## config.mk

```make
export PLATFORM = sky130hd
export DESIGN_NAME = xip_priority_one
export DESIGN_NICKNAME = d
export VERILOG_FILES = /design/src/common/xip_pkg.sv /design/src/rtl/xip_priority_one.sv
export SDC_FILE = /design/constraint.sdc
export NUM_CORES = 1
export LEC_CHECK = 0
export BUFFER_PORTS_ARGS = -buffer_cell sky130_fd_sc_hd__buf_2
export CELL_PAD_IN_SITES_DETAIL_PLACEMENT = 0
export CELL_PAD_IN_SITES_GLOBAL_PLACEMENT = 2
export CORE_MARGIN = 8
export CORE_UTILIZATION = 25
export DETAILED_ROUTE_END_ITERATION = 8
export PLACE_DENSITY_LB_ADDON = 0.08
export SLEW_MARGIN = 20
export SYNTH_ARGS = -nofsm -noshare
export SYNTH_HDL_FRONTEND = slang
export SYNTH_SLANG_ARGS = --single-unit
```

## constraint.sdc

```tcl
create_clock -name core_clk -period 0.83 [get_ports core_clk]
set_input_delay 0.166 -clock core_clk [delete_from_list [all_inputs] [get_ports core_clk]]
set_output_delay 0.166 -clock core_clk [all_outputs]
set_load 0.01 [all_outputs]
```

## src/common/xip_pkg.sv

```systemverilog
// Package with the address, field positions and reset value of the priority register.
package xip_pkg;

    // ********************************************************************
    // Register map
    // ********************************************************************
    localparam logic [7:0] XIP_PRIO_ONE_ADDR  = 8'hF6;
    localparam logic [7:0] XIP_PRIO_ONE_RESET = 8'h00;

    // ********************************************************************
    // Field positions
    // ********************************************************************
    localparam int XIP_THIRD_TIMER_BIT = 7;
    localparam int XIP_SECOND_CMP_BIT  = 6;
    localparam int XIP_FIRST_CMP_BIT   = 5;
    localparam int XIP_CNT_ARRAY_BIT   = 4;
    localparam int XIP_CONV_DONE_BIT   = 3;
    localparam int XIP_WINDOW_BIT      = 2;
    localparam int XIP_USB_BIT         = 1;
    localparam int XIP_SMBUS_BIT       = 0;

endpackage : xip_pkg

```

## src/rtl/xip_priority_one.sv

```systemverilog
// Extended interrupt priority register one with per-source priority level outputs.
//
// Summary of operation
// - Bit 7 sets third timer priority high.
// - Bit 6 sets second comparator priority high.
// - Bit 5 sets first comparator priority high.
// - Bit 4 sets counter array priority high.
// - Bit 3 sets conversion done priority high.
// - Bit 2 sets window compare priority high.
module xip_priority_one
    import xip_pkg::*;
(
    input  wire logic       core_clk,
    input  wire logic       resetn,
    input  wire logic [7:0] sfr_addr,
    input  wire logic       sfr_wr,
    input  wire logic [7:0] sfr_wdata,
    input  wire logic       sfr_rd,
    output logic      [7:0] sfr_rdata,
    output logic            sfr_rdata_valid,
    output logic            third_timer_priority,
    output logic            second_comparator_priority,
    output logic            first_comparator_priority,
    output logic            counter_array_priority,
    output logic            conversion_done_priority,
    output logic            window_compare_priority,
    output logic            usb_function_priority,
    output logic            smbus_priority
);

    // ********************************************************************
    // Address decode
    // ********************************************************************
    logic       reg_hit;
    logic       reg_wr;
    logic       reg_rd;
    logic [7:0] prio_r;
    logic [7:0] prio_nxt;
    logic [7:0] rdata_nxt;

    // A write lands only on the matching address; other addresses belong to other blocks.
    assign reg_hit   = (sfr_addr == XIP_PRIO_ONE_ADDR);
    assign reg_wr    = sfr_wr && reg_hit;
    assign reg_rd    = sfr_rd && reg_hit;
    assign prio_nxt  = reg_wr ? sfr_wdata : prio_r;
    assign rdata_nxt = reg_rd ? prio_r : 8'h00;

    // ********************************************************************
    // Storage and read port
    // ********************************************************************
    // The stored byte; a read returns zero off-address so a shared read mux can OR it.
    always_ff @(posedge core_clk or negedge resetn) begin
        if (!resetn) begin
            prio_r          <= XIP_PRIO_ONE_RESET;
            sfr_rdata       <= 8'h00;
            sfr_rdata_valid <= 1'b0;
        end else begin
            prio_r          <= prio_nxt;
            sfr_rdata       <= rdata_nxt;
            sfr_rdata_valid <= reg_rd;
        end
    end

    // ********************************************************************
    // Priority level outputs
    // ********************************************************************
    // Levels are registered copies of the next value so they track the register
    // with no lag while still coming straight from flip-flops.
    always_ff @(posedge core_clk or negedge resetn) begin
        if (!resetn) begin
            third_timer_priority       <= 1'b0;
            second_comparator_priority <= 1'b0;
            first_comparator_priority  <= 1'b0;
            counter_array_priority     <= 1'b0;
            conversion_done_priority   <= 1'b0;
            window_compare_priority    <= 1'b0;
            usb_function_priority      <= 1'b0;
            smbus_priority             <= 1'b0;
        end else begin
            third_timer_priority       <= prio_nxt[XIP_THIRD_TIMER_BIT];
            second_comparator_priority <= prio_nxt[XIP_SECOND_CMP_BIT];
            first_comparator_priority  <= prio_nxt[XIP_FIRST_CMP_BIT];
            counter_array_priority     <= prio_nxt[XIP_CNT_ARRAY_BIT];
            conversion_done_priority   <= prio_nxt[XIP_CONV_DONE_BIT];
            window_compare_priority    <= prio_nxt[XIP_WINDOW_BIT];
            usb_function_priority      <= prio_nxt[XIP_USB_BIT];
            smbus_priority             <= prio_nxt[XIP_SMBUS_BIT];
        end
    end

    // ********************************************************************
    // Checks
    // ********************************************************************
    // These properties watch only what this block drives. Writes and reads are
    // recognised from the raw strobes and address, not from the decode wires
    // above, so that a broken decode cannot hide behind its own checks.

    // The eight levels gathered into one byte in register order, bit 7 the
    // third timer down to bit 0 the SMBus, so whole-byte checks read like the map.
    logic [7:0] prio_levels;

    assign prio_levels = {third_timer_priority,
                          second_comparator_priority,
                          first_comparator_priority,
                          counter_array_priority,
                          conversion_done_priority,
                          window_compare_priority,
                          usb_function_priority,
                          smbus_priority};
endmodule : xip_priority_one

```

Word level (Yosys, flattened, before mapping). Cells that the tools add are included. W data, S select, Z words.

Register bits after elaboration: 25. Bits in latches: 0. Bits in writable memories: 0. Bits in read-only memories: 0. Input bits: 20. Output and inout port bits: 17. Logic and storage cells: 16. Memories kept: 0.

Add/sub/neg operators: 0. $mul: 0. Divide/modulo/power cells: 0. $lt $le $gt $ge: 0. Equality and inequality tests: 1. Shift operators: 0. Multiplexer cells: 2. Bitwise operators: 0. Reductions and logical operators: 2.

Operators with widths (count): $mux W8 (2); $eq A8 B8 Y1 const B (1); $logic_and A1 B1 Y1 (2).

Logic depth before layout (Yosys ltp). Gate-level depths: netlist (run 1).

Depth after elaboration: 3. Depth in mapped cells: 4. Gate-level depth less buffers: 3.

Worst setup path after synthesis (run 1). Ideal clock, no wire load.

Path type: input -> register. Start: in sfr_addr[3]. End: reg prio_r[0]. Library setup time: 0.125 ns. Arrival: 0.868 ns. Data required time: 0.705 ns. Slack: -0.163 ns. Stages on the path: 3. Buffers on the path: 0. Path through: and4bb_2 nand3_4 mux2_2.

Word-level cells in the longest chain between the ends: 3.

RTL lines: start, declared (line xip_priority_one.sv:15) `input wire logic [7:0] sfr_addr,`; $eq A8 B8 Y1 (line xip_priority_one.sv:42) `assign reg_hit = (sfr_addr == XIP_PRIO_ONE_ADDR);`; $logic_and A1 B1 Y1 (line xip_priority_one.sv:43) `assign reg_wr = sfr_wr && reg_hit;`; $mux W8 (line xip_priority_one.sv:45) `assign prio_nxt = reg_wr ? sfr_wdata : prio_r;`; end signal, assigned (line xip_priority_one.sv:58) `prio_r <= prio_nxt;`; end, declared (line xip_priority_one.sv:37) `logic [7:0] prio_r;`.

No other way between the ends.

==> results by stage, run 1 <==
STA:
- Final hold analysis gives a worst-case slack of a little over 0.1 ns.
- The minimum period implied by the final worst setup slack is between 0.9 and 1 ns.
- The sum of negative setup slack is -2.63 ns.
- Measured against its own limit, the worst slew margin works out to around three quarters.
- Across the routed clock network, the largest skew measured is between 0.007 and 0.008 ns.
- The final number of hold-violating endpoints is 0.
- Setup violations remaining at the end of the flow were counted as 25.
- The final worst slack is -0.168 ns.
- Setup repair after global routing could not meet its margin everywhere.
- Based on the critical path, the design can be clocked at up to ~1000 MHz.
- The number of pins with negative max-slew slack in the final report came to 0.
- For the pin with the worst max-slew slack, the measured transition is ~0.38 ns.
- The final worst-path cycle share is 120%.

Critical path:
- For this run, the slowest stage of the critical path takes roughly 0.4 ns.
- The category of the critical setup timing path is reg2out.
- The critical path endpoint is smbus_priority.
- Walking the worst path, the cells encountered are buf_2.
- The total buffers and inverters traversed by the critical path is 1.
- The setup check on the worst reg-to-reg path leaves a slack of -0.05 ns.
- The startpoint identified for the worst register-to-register timing path is prio_r[6].
- In this run the worst setup path begins at prio_r[0].
- The highest net fanout along the worst path is 2.
- The cell type group with the largest total delay on the critical path is flip-flops.
- For this design, the slowest cell found on the critical path is sky130_fd_sc_hd__dfrtp_1.
- The worst setup path is launched from a register.
- The data arrival time of the critical path is between 0.8 and 0.9 ns.
- The path depth of the worst reg2reg path is 2.
- In this run the critical register-to-register path is captured at prio_r[6].
- The required time of the worst setup path is approximately 0.66 ns.
- The nature of the critical path endpoint is an output pin.
- In this run the number of cells on the critical path is 1.

Global route:
- The number of antenna violations at the first check in global routing came to 0.
- The first-pass GRT wire length is 2500 um.
- The overall overflow remaining after global route is 0.
- The maximum number of pins on one net before global-route repair is 18.
- In the global route stage, overall resource usage came out at under 10%.
- The number of global-route vias before repair is roughly 540.

Synth:
- Counting flops with a built-in enable in the synthesized netlist gives 0.
- The synthesized netlist occupies a cell area of just over 600 sq um.
- The top cell type by area accounts for 69.1% of the synthesized area.
- The most used flip-flop cell after synthesis is sky130_fd_sc_hd__dfrtp_1.
- For this run, asynchronously set or reset flops after synthesis account for 100%.
- The number of nets handed over by synthesis was 58.
- Summed over all instances, the cell type with the most area after synthesis is sky130_fd_sc_hd__dfrtp_1.
- By count the netlist is led by sky130_fd_sc_hd__dfrtp_1, sky130_fd_sc_hd__and2_1, sky130_fd_sc_hd__mux2_2.
- After synthesis, flip-flops and latches occupy 69.1% of the total area.
- The library cell with the highest instance count after synthesis is sky130_fd_sc_hd__dfrtp_1.
- The synthesized design contains 17 register bits.
- The number of warnings issued by yosys is 0.
- The cell count after synthesis came out at 38.
- The average cell area after synthesis is 16.2 sq um.
- The synthesized netlist contains 8 unique library cells.
- Ranked by total cell area, the synthesized netlist is headed by sky130_fd_sc_hd__dfrtp_1, sky130_fd_sc_hd__mux2_2, sky130_fd_sc_hd__and2_1.

Pwr:
- The worst-case IR drop observed on VDD is approximately 560 uV.
- For this design the static power due to leakage is 0.570 nW.
- The completed layout was analyzed and its total power is 1.44 mW.
- The power density over the cells is around 1500 mW/mm^2.

Placement:
- The number of placed instances, taps included is around 100.
- Buffers placed on the I/O ports in this run total 36.
- The total cell area at the placement stage is ~840 sq um.
- Routability-driven placement finished with a final weighted congestion of roughly 0.63.
- Before CTS, the worst setup slack after placement is -0.324 ns.

Routing:
- The number of vias per cell after detailed routing is 4.03.
- After detailed routing, the number of remaining DRC violations is 0.
- The count of nets left with antenna violations once routing finished came out at 0.
- The initial detailed-routing violation count is 14.
- The routed wire length per instance is roughly 13 um.
- The overall routed net length is roughly 1500 um.
- Summing over every cut layer, the via total after detailed routing is about 470.
- The number of search-and-repair iterations in the first detailed-routing pass is 2.

CTS:
- The number of levels in the clock H-tree is 1.
- The clock transition time at the flip-flop clock pins of the worst setup and hold paths is roughly 0.10 ns.
- The cell sitting at the root of the clock tree is a sky130_fd_sc_hd__clkbuf_4.
- The number of buffers between clock root and the deepest sink is 2.
- For this design, the sink count on the clock tree is 17.
- The insertion delay of the later-clocked pin in the worst-skew pair is between 0.2 and 0.3 ns.
- The number of CTS-inserted buffers is 3.
- TritonCTS built the clock tree.

Finish:
- The final-stage net count is 107.
- The final standard cell utilization of the core is about 40%.
- The share of cells above drive strength 1 is approximately 70%.
- The antenna diode count is 0.
- The non-filler instance count after layout is around 120.
- With fillers left out, the area of the finished cells amounts to 963 sq um.
- The layout overhead on the synthesized area is 56.5%.

Die:
- The area of the core is approximately 0.0024 sq mm.
- The overall die area is approximately 0.0043 sq mm.
- In this run the core area contains 18 standard-cell rows.
- In this run the horizontal extent of the chip is 65.6 um.
- The starting density of the core is 25.5%.
- The total I/O pin count is 37.
- In this run the vertical extent of the chip is about 66 um.

Status:
- The run finished, with violations left.
- The checks that failed: negative setup slack.

Flow run:
- Across the run, the number of max-cap violations was 0.

Worst hold path:
- The min-delay analysis places its worst path in the category in2reg.
## worst min-delay path by stage
stage	from	endpoint	slack (ns)	cells after the start
final	sfr_wdata[6]	prio_r[6]	0.10	2
after global routing	sfr_wdata[6]	prio_r[6]	0.1	2
after CTS	sfr_wdata[6]	prio_r[6]	0.09	2
after detailed placement	resetn	prio_r[2]	0.11	1
after global placement	resetn	sfr_rdata[7]	0.11	1
after floorplan	resetn	prio_r[0]	-0.13	0
## power by group
group / internal (mW) / switching (mW) / total (mW) / leakage, nW
registers: 0.846 / 0.0113 / 0.858 / 0.236
clock network: 0.179 / 0.248 / 0.427 / 0.0177
logic: 0.0970 / 0.0603 / 0.157 / 0.316
## registers in the layout, summed over array words and instances, names as in the netlist
signal / cells
prio_r: 8
sfr_rdata: 8
sfr_rdata_valid: 1
## cells by family (layout without fill, tap and decap cells)
kind of cell | after synthesis | count (layout) | share of synthesized area, %
buffers and inverters | 1 | 49 | 0.812
multiplexers | 8 | 8 | 14.6
AND/OR/NAND/NOR | 12 | 12 | 15.4
flip-flops | 17 | 17 | 69.1
## cell usage in the layout (no fill, tap or decap), drive strengths merged
cell type | Yosys | routed
and2 | 8 | 8
and3 | 1 | 1
and4 | 1 | 1
and4bb | 1 | 1
buf | 1 | 44
clkbuf | 0 | 3
clkinv | 0 | 1
dfrtp | 17 | 17
dlygate4sd3 | 0 | 1
mux2 | 8 | 8
nand3 | 1 | 1
## final cells by class
| cell class | count | area [sq um] |
|---|---|---|
| fillers | 251 | 1450 |
| flip-flops and latches | 17 | 425 |
| repair buffers | 45 | 278 |
| multi-input cells | 20 | 195 |
| well taps | 30 | 37.5 |
| clock buffers | 3 | 22.5 |
| clock inverters | 1 | 5.00 |
## per-layer routing
layer  global-route usage (%)  part of all wire (%)  vias to the layer above
met5                        0                     0                        -
met4                     2.45                  0.66                        0
met3                     4.08                    12                        2
met2                     12.4                    51                       25
met1                     7.74                    37                      217
li1                         -                     -                      224
## repair_timing
action	4_1_cts	5_1_grt
hold buffers	1	0
buffers inserted	7	1
hold endpoints to repair	17	0
resized for setup	6	3
setup endpoints to repair	19	25
No activity file was read; power rests on OpenSTA's default activity.
==> inputs of run 2 (changes only) <==
--- a/config.mk
+++ b/config.mk
@@ -16,3 +16,4 @@
 export SYNTH_ARGS = -nofsm -noshare
 export SYNTH_HDL_FRONTEND = slang
 export SYNTH_SLANG_ARGS = --single-unit
+export TNS_END_PERCENT = 50
==> results by stage, run 2 (synthesis results as in run 1) <==
Pwr:
- Cell internal power was estimated by the tool at between 1 and 1.5 mW.
- For this design the ratio of total power to cell area is between 1000 and 1500 mW/mm^2.
- The combinational group share of total power is 9.9%.
- The maximum ir drop on the vdd rail is roughly 630 uV.
- The static power due to leakage is ~0.55 nW.
- Overall power consumption after layout is estimated at approximately 1.4 mW.
- Net switching is 21.1% of the power.
- Registers are responsible for between 60% and 70% of the overall power.
- The total net switching power is 0.298 mW.
- Of the total power, the clock network draws 29.5%.

Worst hold path:
- The path type of the worst min-delay path is in2reg.
- The worst hold path terminates at prio_r[7].
- The worst hold path begins at sfr_wdata[7].
- Counting instances, the worst hold path has a depth of 2.

Critical path:
- In this run the critical register-to-register path is captured at prio_r[4].
- Traced cell by cell, the critical path runs through buf_2.
- The highest net fanout along the worst path is 3.
- On the worst path, the slowest cell contributes a delay of 0.40 ns.
- The worst register-to-register path has a setup slack of -0.07 ns.
- Measured in cells, the most critical reg-to-reg path has a length of 2.
- Data on the critical path is required at its endpoint by 0.66 ns.
- Counting both buffers and inverters, the worst setup path holds a total of 1.
- The category of the critical setup timing path is reg2out.
- The nature of the critical path endpoint is an output pin.
- STA puts the critical path data arrival time at roughly 0.82 ns.
- STA classifies the critical path startpoint as a register.
- The origin of the worst setup path is prio_r[5].
- The largest individual stage delay along the critical path comes from the cell sky130_fd_sc_hd__dfrtp_1.
- The reg-to-reg startpoint is prio_r[4].
- The cell type group with the largest total delay on the critical path is flip-flops.

Global route:
- The total global-route track usage is under 10%.
- The first-pass GRT wire length is about 2600 um.
- The overall overflow remaining after global route is 0.
- The number of antenna violations at the first check in global routing is 0.
- Entering global routing, the biggest net connects 18 pins.
- The number of global-route vias before repair is between 500 and 600.

Finish:
- The layout overhead on the synthesized area is 53.7%.
- The cell area after layout is 946 sq um.
- The most common cell after layout, fill and taps aside is sky130_fd_sc_hd__buf_2.
- The non-filler instance count after layout is about 120.
- The net count of the finished layout is around 110.
- The share of cells above drive strength 1 is between 60% and 70%.
- In the final layout, the registers with the most flip-flops are prio_r: 8 flops, sfr_rdata: 8 flops, sfr_rdata_valid: 1 flops.
- The repair_antennas step left the layout with diodes totalling 0.
- Cells fill approximately two fifths of the core in the end.
- The library cells used most frequently in the layout, excluding fill and tap cells, are sky130_fd_sc_hd__buf_2, sky130_fd_sc_hd__dfrtp_1, sky130_fd_sc_hd__and2_1.

Die:
- During I/O placement, the number of pins put on the boundary was 37.
- The overall die height is ~66 um.
- The core region is approximately 0.0024 sq mm.
- In this run the core area contains 18 standard-cell rows.
- The overall die width is between 60 and 70 um.
- The starting density of the core is 25.5%.
- The overall die area is around 0.0043 sq mm.

Routing:
- The routed via count is 471.
- The number of search-and-repair iterations in the first detailed-routing pass is 2.
- In the final routed layout, each cell accounts on average for roughly 13 um.
- After detailed routing, the number of remaining DRC violations is 0.
- After detailed routing, the number of vias per cell comes to 4.10.
- For this block, the routed nets add up to approximately 1500 um of wire.
- In this run, the number of DRC markers left after iteration 0 of detailed routing was 8.
- The number of routed nets with antenna violations is 0.

STA:
- On the final layout, the worst hold slack is between 0.1 and 0.15 ns.
- The final worst slack is -0.158 ns.
- Clock skew on the completed layout was measured at between 0.003 and 0.004 ns.
- The max-slew headroom at the worst pin is between 70% and 80%.
- At the pin with the least slew margin, the transition time is between 0.3 and 0.4 ns.
- The worst path uses 119% of the clock period.
- Setup repair after global routing could not meet its margin everywhere.
- The minimum period implied by the final worst setup slack is approximately 0.99 ns.
- Setup violations remaining at the end of the flow were counted as 25.
- For this run, the top clock speed supported by timing is 1010 MHz.
- Setup total negative slack on the finished layout was measured at -2.47 ns.
- The final number of hold-violating endpoints is 0.
- The number of pins with negative max-slew slack in the final report is 0.

CTS:
- The number of levels in the clock H-tree is 1.
- The TritonCTS clock tree is yes.
- The clock drives 17 sinks.
- In this run the deepest clock path goes through 2 buffers.
- The clock transition time at the flip-flop clock pins of the worst setup and hold paths is 0.09 ns.
- The number of clock buffers added by TritonCTS is 3.
- The clock tree root driver cell is sky130_fd_sc_hd__clkbuf_4.
- The insertion delay of the later-clocked pin in the worst-skew pair is 0.28 ns.

Status:
- The checks that failed: negative setup slack.
- The run finished, with violations left.

Placement:
- Prior to clock tree synthesis, the placed netlist has a worst setup slack of -0.324 ns.
- After detailed placement, the total cell area comes to between 800 and 900 sq um.
- Routability-driven placement finished with a final weighted congestion of ~0.59.
- The HPWL reported at the end of detailed placement is between 1000 and 1500 um.
- In this run the tool buffered the top-level ports with 36 buffer cells.
- Counting tap cells, the placed design contains a total of 104 instances.

Flow run:
- Max-cap violations in this run came to 0.
-- run 2: cell count changes in the layout (fill, tap and decap cells not counted) --
cell	before	now
sky130_fd_sc_hd__clkinv_2	1	0
sky130_fd_sc_hd__and4_1	0	1
sky130_fd_sc_hd__mux2_4	2	1
sky130_fd_sc_hd__buf_2	34	32
sky130_fd_sc_hd__clkbuf_1	0	1
sky130_fd_sc_hd__buf_4	4	7
sky130_fd_sc_hd__and4_4	1	0
sky130_fd_sc_hd__buf_6	6	4
sky130_fd_sc_hd__mux2_2	6	7
-- run 2: worst max path at each step --
stage	to	slack (ns)	cells past startpoint
5_1_grt	second_comparator_priority	-0.22	1
3_5_place_dp	prio_r[4]	-0.32	4
4_1_cts	second_comparator_priority	-0.18	1
3_3_place_gp	prio_r[4]	-0.31	4
6_report	first_comparator_priority	-0.16	1
2_1_floorplan	prio_r[0]	-0.16	3
-- run 2: layout make-up --
| cell class | count | area (sq um) |
|---|---|---|
| Clock buffer | 4 | 26.3 |
| Fill cell | 244 | 1460 |
| Multi-Input combinational cell | 20 | 189 |
| Sequential cell | 17 | 425 |
| Tap cell | 30 | 37.5 |
| Timing Repair Buffer | 44 | 268 |
-- run 2: power groups by stage --
stage / registers [mW] / logic (mW) / clock network (mW)
final: 0.857 / 0.140 / 0.416
after global routing: 0.861 / 0.158 / 0.490
after CTS: 0.857 / 0.133 / 0.445
after detailed placement: 0.875 / 0.114 / 0
after global placement: 0.875 / 0.114 / 0
after floorplan: 0.883 / 0.0224 / 0
-- run 2: repair_timing --
item                       in CTS  in global routing
hold buffers                    1                  0
gates resized for setup         0                  5
gates cloned                    0                  0
setup endpoints to repair      25                 25
setup buffers                   4                  2
hold endpoints to repair       17                  0
-- run 2: layer usage --
layer	vias to the layer above	GRT usage, %	share of wire, %
met5	-	0	0
met2	23	13.0	50
met1	224	7.90	37
li1	222	-	-
met3	2	4.59	12
met4	0	3.27	0.54
==> inputs of run 3 (changes only) <==
--- a/config.mk
+++ b/config.mk
@@ -8,6 +8,7 @@
 export BUFFER_PORTS_ARGS = -buffer_cell sky130_fd_sc_hd__buf_2
 export CELL_PAD_IN_SITES_DETAIL_PLACEMENT = 0
 export CELL_PAD_IN_SITES_GLOBAL_PLACEMENT = 2
+export CORE_ASPECT_RATIO = 1.25
 export CORE_MARGIN = 8
 export CORE_UTILIZATION = 25
 export DETAILED_ROUTE_END_ITERATION = 8
==> results by stage, run 3 (synthesis results as in run 1) <==
CTS:
- The clock transition time at the flip-flop clock pins of the worst setup and hold paths is about 0.090 ns.
- The clock tree root driver cell is sky130_fd_sc_hd__clkbuf_4.
- Counting along the longest clock path gives a buffer depth of 2.
- The number of levels in the clock H-tree is 1.
- The TritonCTS clock tree is yes.
- The number of CTS-inserted buffers is 3.
- Counting every sink on the clock net gives 17.
- The insertion delay of the later-clocked pin in the worst-skew pair is ~0.28 ns.

Critical path:
- The critical path launch point type is a register.
- Broken down by cell family, the worst path's largest delay share belongs to flip-flops.
- For the worst setup path, the data required time is 0.66 ns.
- The category of the critical setup timing path is reg2out.
- STA puts the critical path data arrival time at ~0.82 ns.
- Walking the worst path, the cells encountered are buf_2.
- The highest net fanout along the worst path is 2.
- The total buffers and inverters traversed by the critical path is 1.
- The largest stage delay on the critical path is approximately 0.4 ns.
- The library cell contributing the largest single delay on the critical path is sky130_fd_sc_hd__dfrtp_1.
- STA classifies the critical path endpoint as an output pin.

Finish:
- The largest registers in the layout are prio_r: 8 flops, sfr_rdata: 8 flops, sfr_rdata_valid: 1 flops.
- The antenna diode count is 0.
- The count of filler cells inserted in the layout is between 200 and 250.
- In the layout the commonest cells are sky130_fd_sc_hd__buf_2, sky130_fd_sc_hd__dfrtp_1, sky130_fd_sc_hd__and2_1, sky130_fd_sc_hd__buf_4, sky130_fd_sc_hd__mux2_2.
- The most common cell after layout, fill and taps aside is sky130_fd_sc_hd__buf_2.
- The final-stage net count is ~110.
- From synthesis to final layout, the design area changed by 54.7%.
- Across the whole layout, storage elements account for between 400 and 500 sq um.
- In the final layout, the share of cells above drive strength 1 is 67.4%.
- The area of the multi-input gates is 190 sq um.
- The non-filler instance count after layout is 119.

Routing:
- Using the TritonRoute via totals, the vias-per-cell ratio works out to about 4.0.
- The routed via count is between 400 and 500.
- The first detailed-routing pass ran for 2 iterations.
- The number of routed nets with antenna violations is 0.
- The initial detailed-routing violation count is 5.
- The overall routed net length is around 1500 um.
- Dividing the detail-routed wire length by the instance count gives 12.4 um.
- In the routed design, unresolved DRC markers number 0.

STA:
- The final-layout worst hold slack is roughly 0.11 ns.
- Dividing the final minimum period by the clock period gives 119%.
- The sum of negative setup slack is -2.63 ns.
- Headroom to the max-slew limit came out at between 70% and 80%.
- The clock tree skew after final layout is between 0.0002 and 0.0003 ns.
- The number of pins with negative max-slew slack in the final report was 0.
- Setup repair after global routing could not meet its margin everywhere.
- The final count of negative-setup-slack endpoints is 25.
- The fmax is 1010 MHz.
- For the pin with the worst max-slew slack, the measured transition is about 0.37 ns.
- The smallest clock period supported by the final layout is computed as about 0.99 ns.
- The final number of hold-violating endpoints is 0.
- Once routing completed, OpenROAD measured the worst setup slack at -0.160 ns.

Flow run:
- The number of max-capacitance violations reported is 0.

Placement:
- The placer congestion estimate is between 0.6 and 0.7.
- Port buffering added 36 buffers.
- The number of placed instances, taps included, is 106.

Die:
- The region available for standard cell placement spans about 0.0024 sq mm.
- The number of placement rows is 20.
- The die covers 0.00432 sq mm.
- In this run the vertical extent of the chip is around 71 um.
- The overall die width is 60.4 um.
- The starting density of the core is around 26%.
- The total I/O pin count is 37.

Pwr:
- After layout, the design draws a total of 1.43 mW.
- For this design the ratio of total power to cell area is 1500 mW/mm^2.
- The static power due to leakage is 0.556 nW.
- VDD sags by at most around 610 uV.

Global route:
- The maximum number of pins on one net before global-route repair is 18.
- The number of global-route vias before repair is about 540.
- Global routing used 7.38% of the available tracks across all layers.
- The number of antenna violations at the first check in global routing was 0.
- The first global-routing pass estimated 2440 um of wire.
- For this run the aggregate overflow at the end of global routing stands at 0.

Status:
- The run finished, with violations left.
- The final reports fail on negative setup slack.

Worst hold path:
- The min-delay analysis places its worst path in the category in2reg.
run 3: cell count changes in the layout (fill, tap and decap cells not counted):
cell,previous run,this run
sky130_fd_sc_hd__and3_1,1,0
sky130_fd_sc_hd__and3_2,0,1
sky130_fd_sc_hd__buf_2,32,33
sky130_fd_sc_hd__buf_4,7,8
sky130_fd_sc_hd__buf_6,4,3
run 3: path summary, 6_finish.rpt:
kind	start	to	slack [ns]	depth (start not counted)
setup / recovery	prio_r[3]	conversion_done_priority	-0.16	1
hold / removal	sfr_wdata[5]	prio_r[5]	0.11	2
setup reg to reg	prio_r[3]	prio_r[3]	-0.06	2
hold reg to reg	prio_r[6]	sfr_rdata[6]	0.58	2
max in group asynchronous	resetn	prio_r[1]	0.24	2
min in group asynchronous	resetn	sfr_rdata[5]	0.32	2
run 3: cell type report:
cell class / instances / area share (%)
Clock buffer: 4 / 2.76
Tap cell: 33 / 4.34
Sequential cell: 17 / 44.7
Multi-Input combinational cell: 20 / 20.0
Timing Repair Buffer: 45 / 28.3
run 3: layer usage:
metal | GRT usage (%) | wire [um]
met5 | 0 | 0
met4 | 3.19 | 14
met3 | 3.05 | 119
met2 | 11.5 | 717
met1 | 8.44 | 617
run 3: report_power, final:
part	internal [mW]	switching [mW]	leakage (nW)
Clock	0.187	0.240	0.0150
Sequential	0.846	0.00977	0.236
Combinational	0.0886	0.0574	0.305
Total	1.12	0.308	0.556
run 3: stage by stage:
stage	instance area [sq um]	utilization [%]	setup slack [ns]
after floorplan	616	-	-0.156
after global placement	832	35.0	-0.334
after detailed placement	832	35.0	-0.341
after CTS	922	38.8	-0.184
after global routing	952	40.1	-0.211
final	952	40.1	-0.160
run 3: what timing repair did:
action | in CTS | in global routing
hold buffers | 1 | 0
setup buffers | 7 | 1
endpoints found under the setup margin | 29 | 25
hold endpoints to repair | 17 | 0
resized for setup | 1 | 4
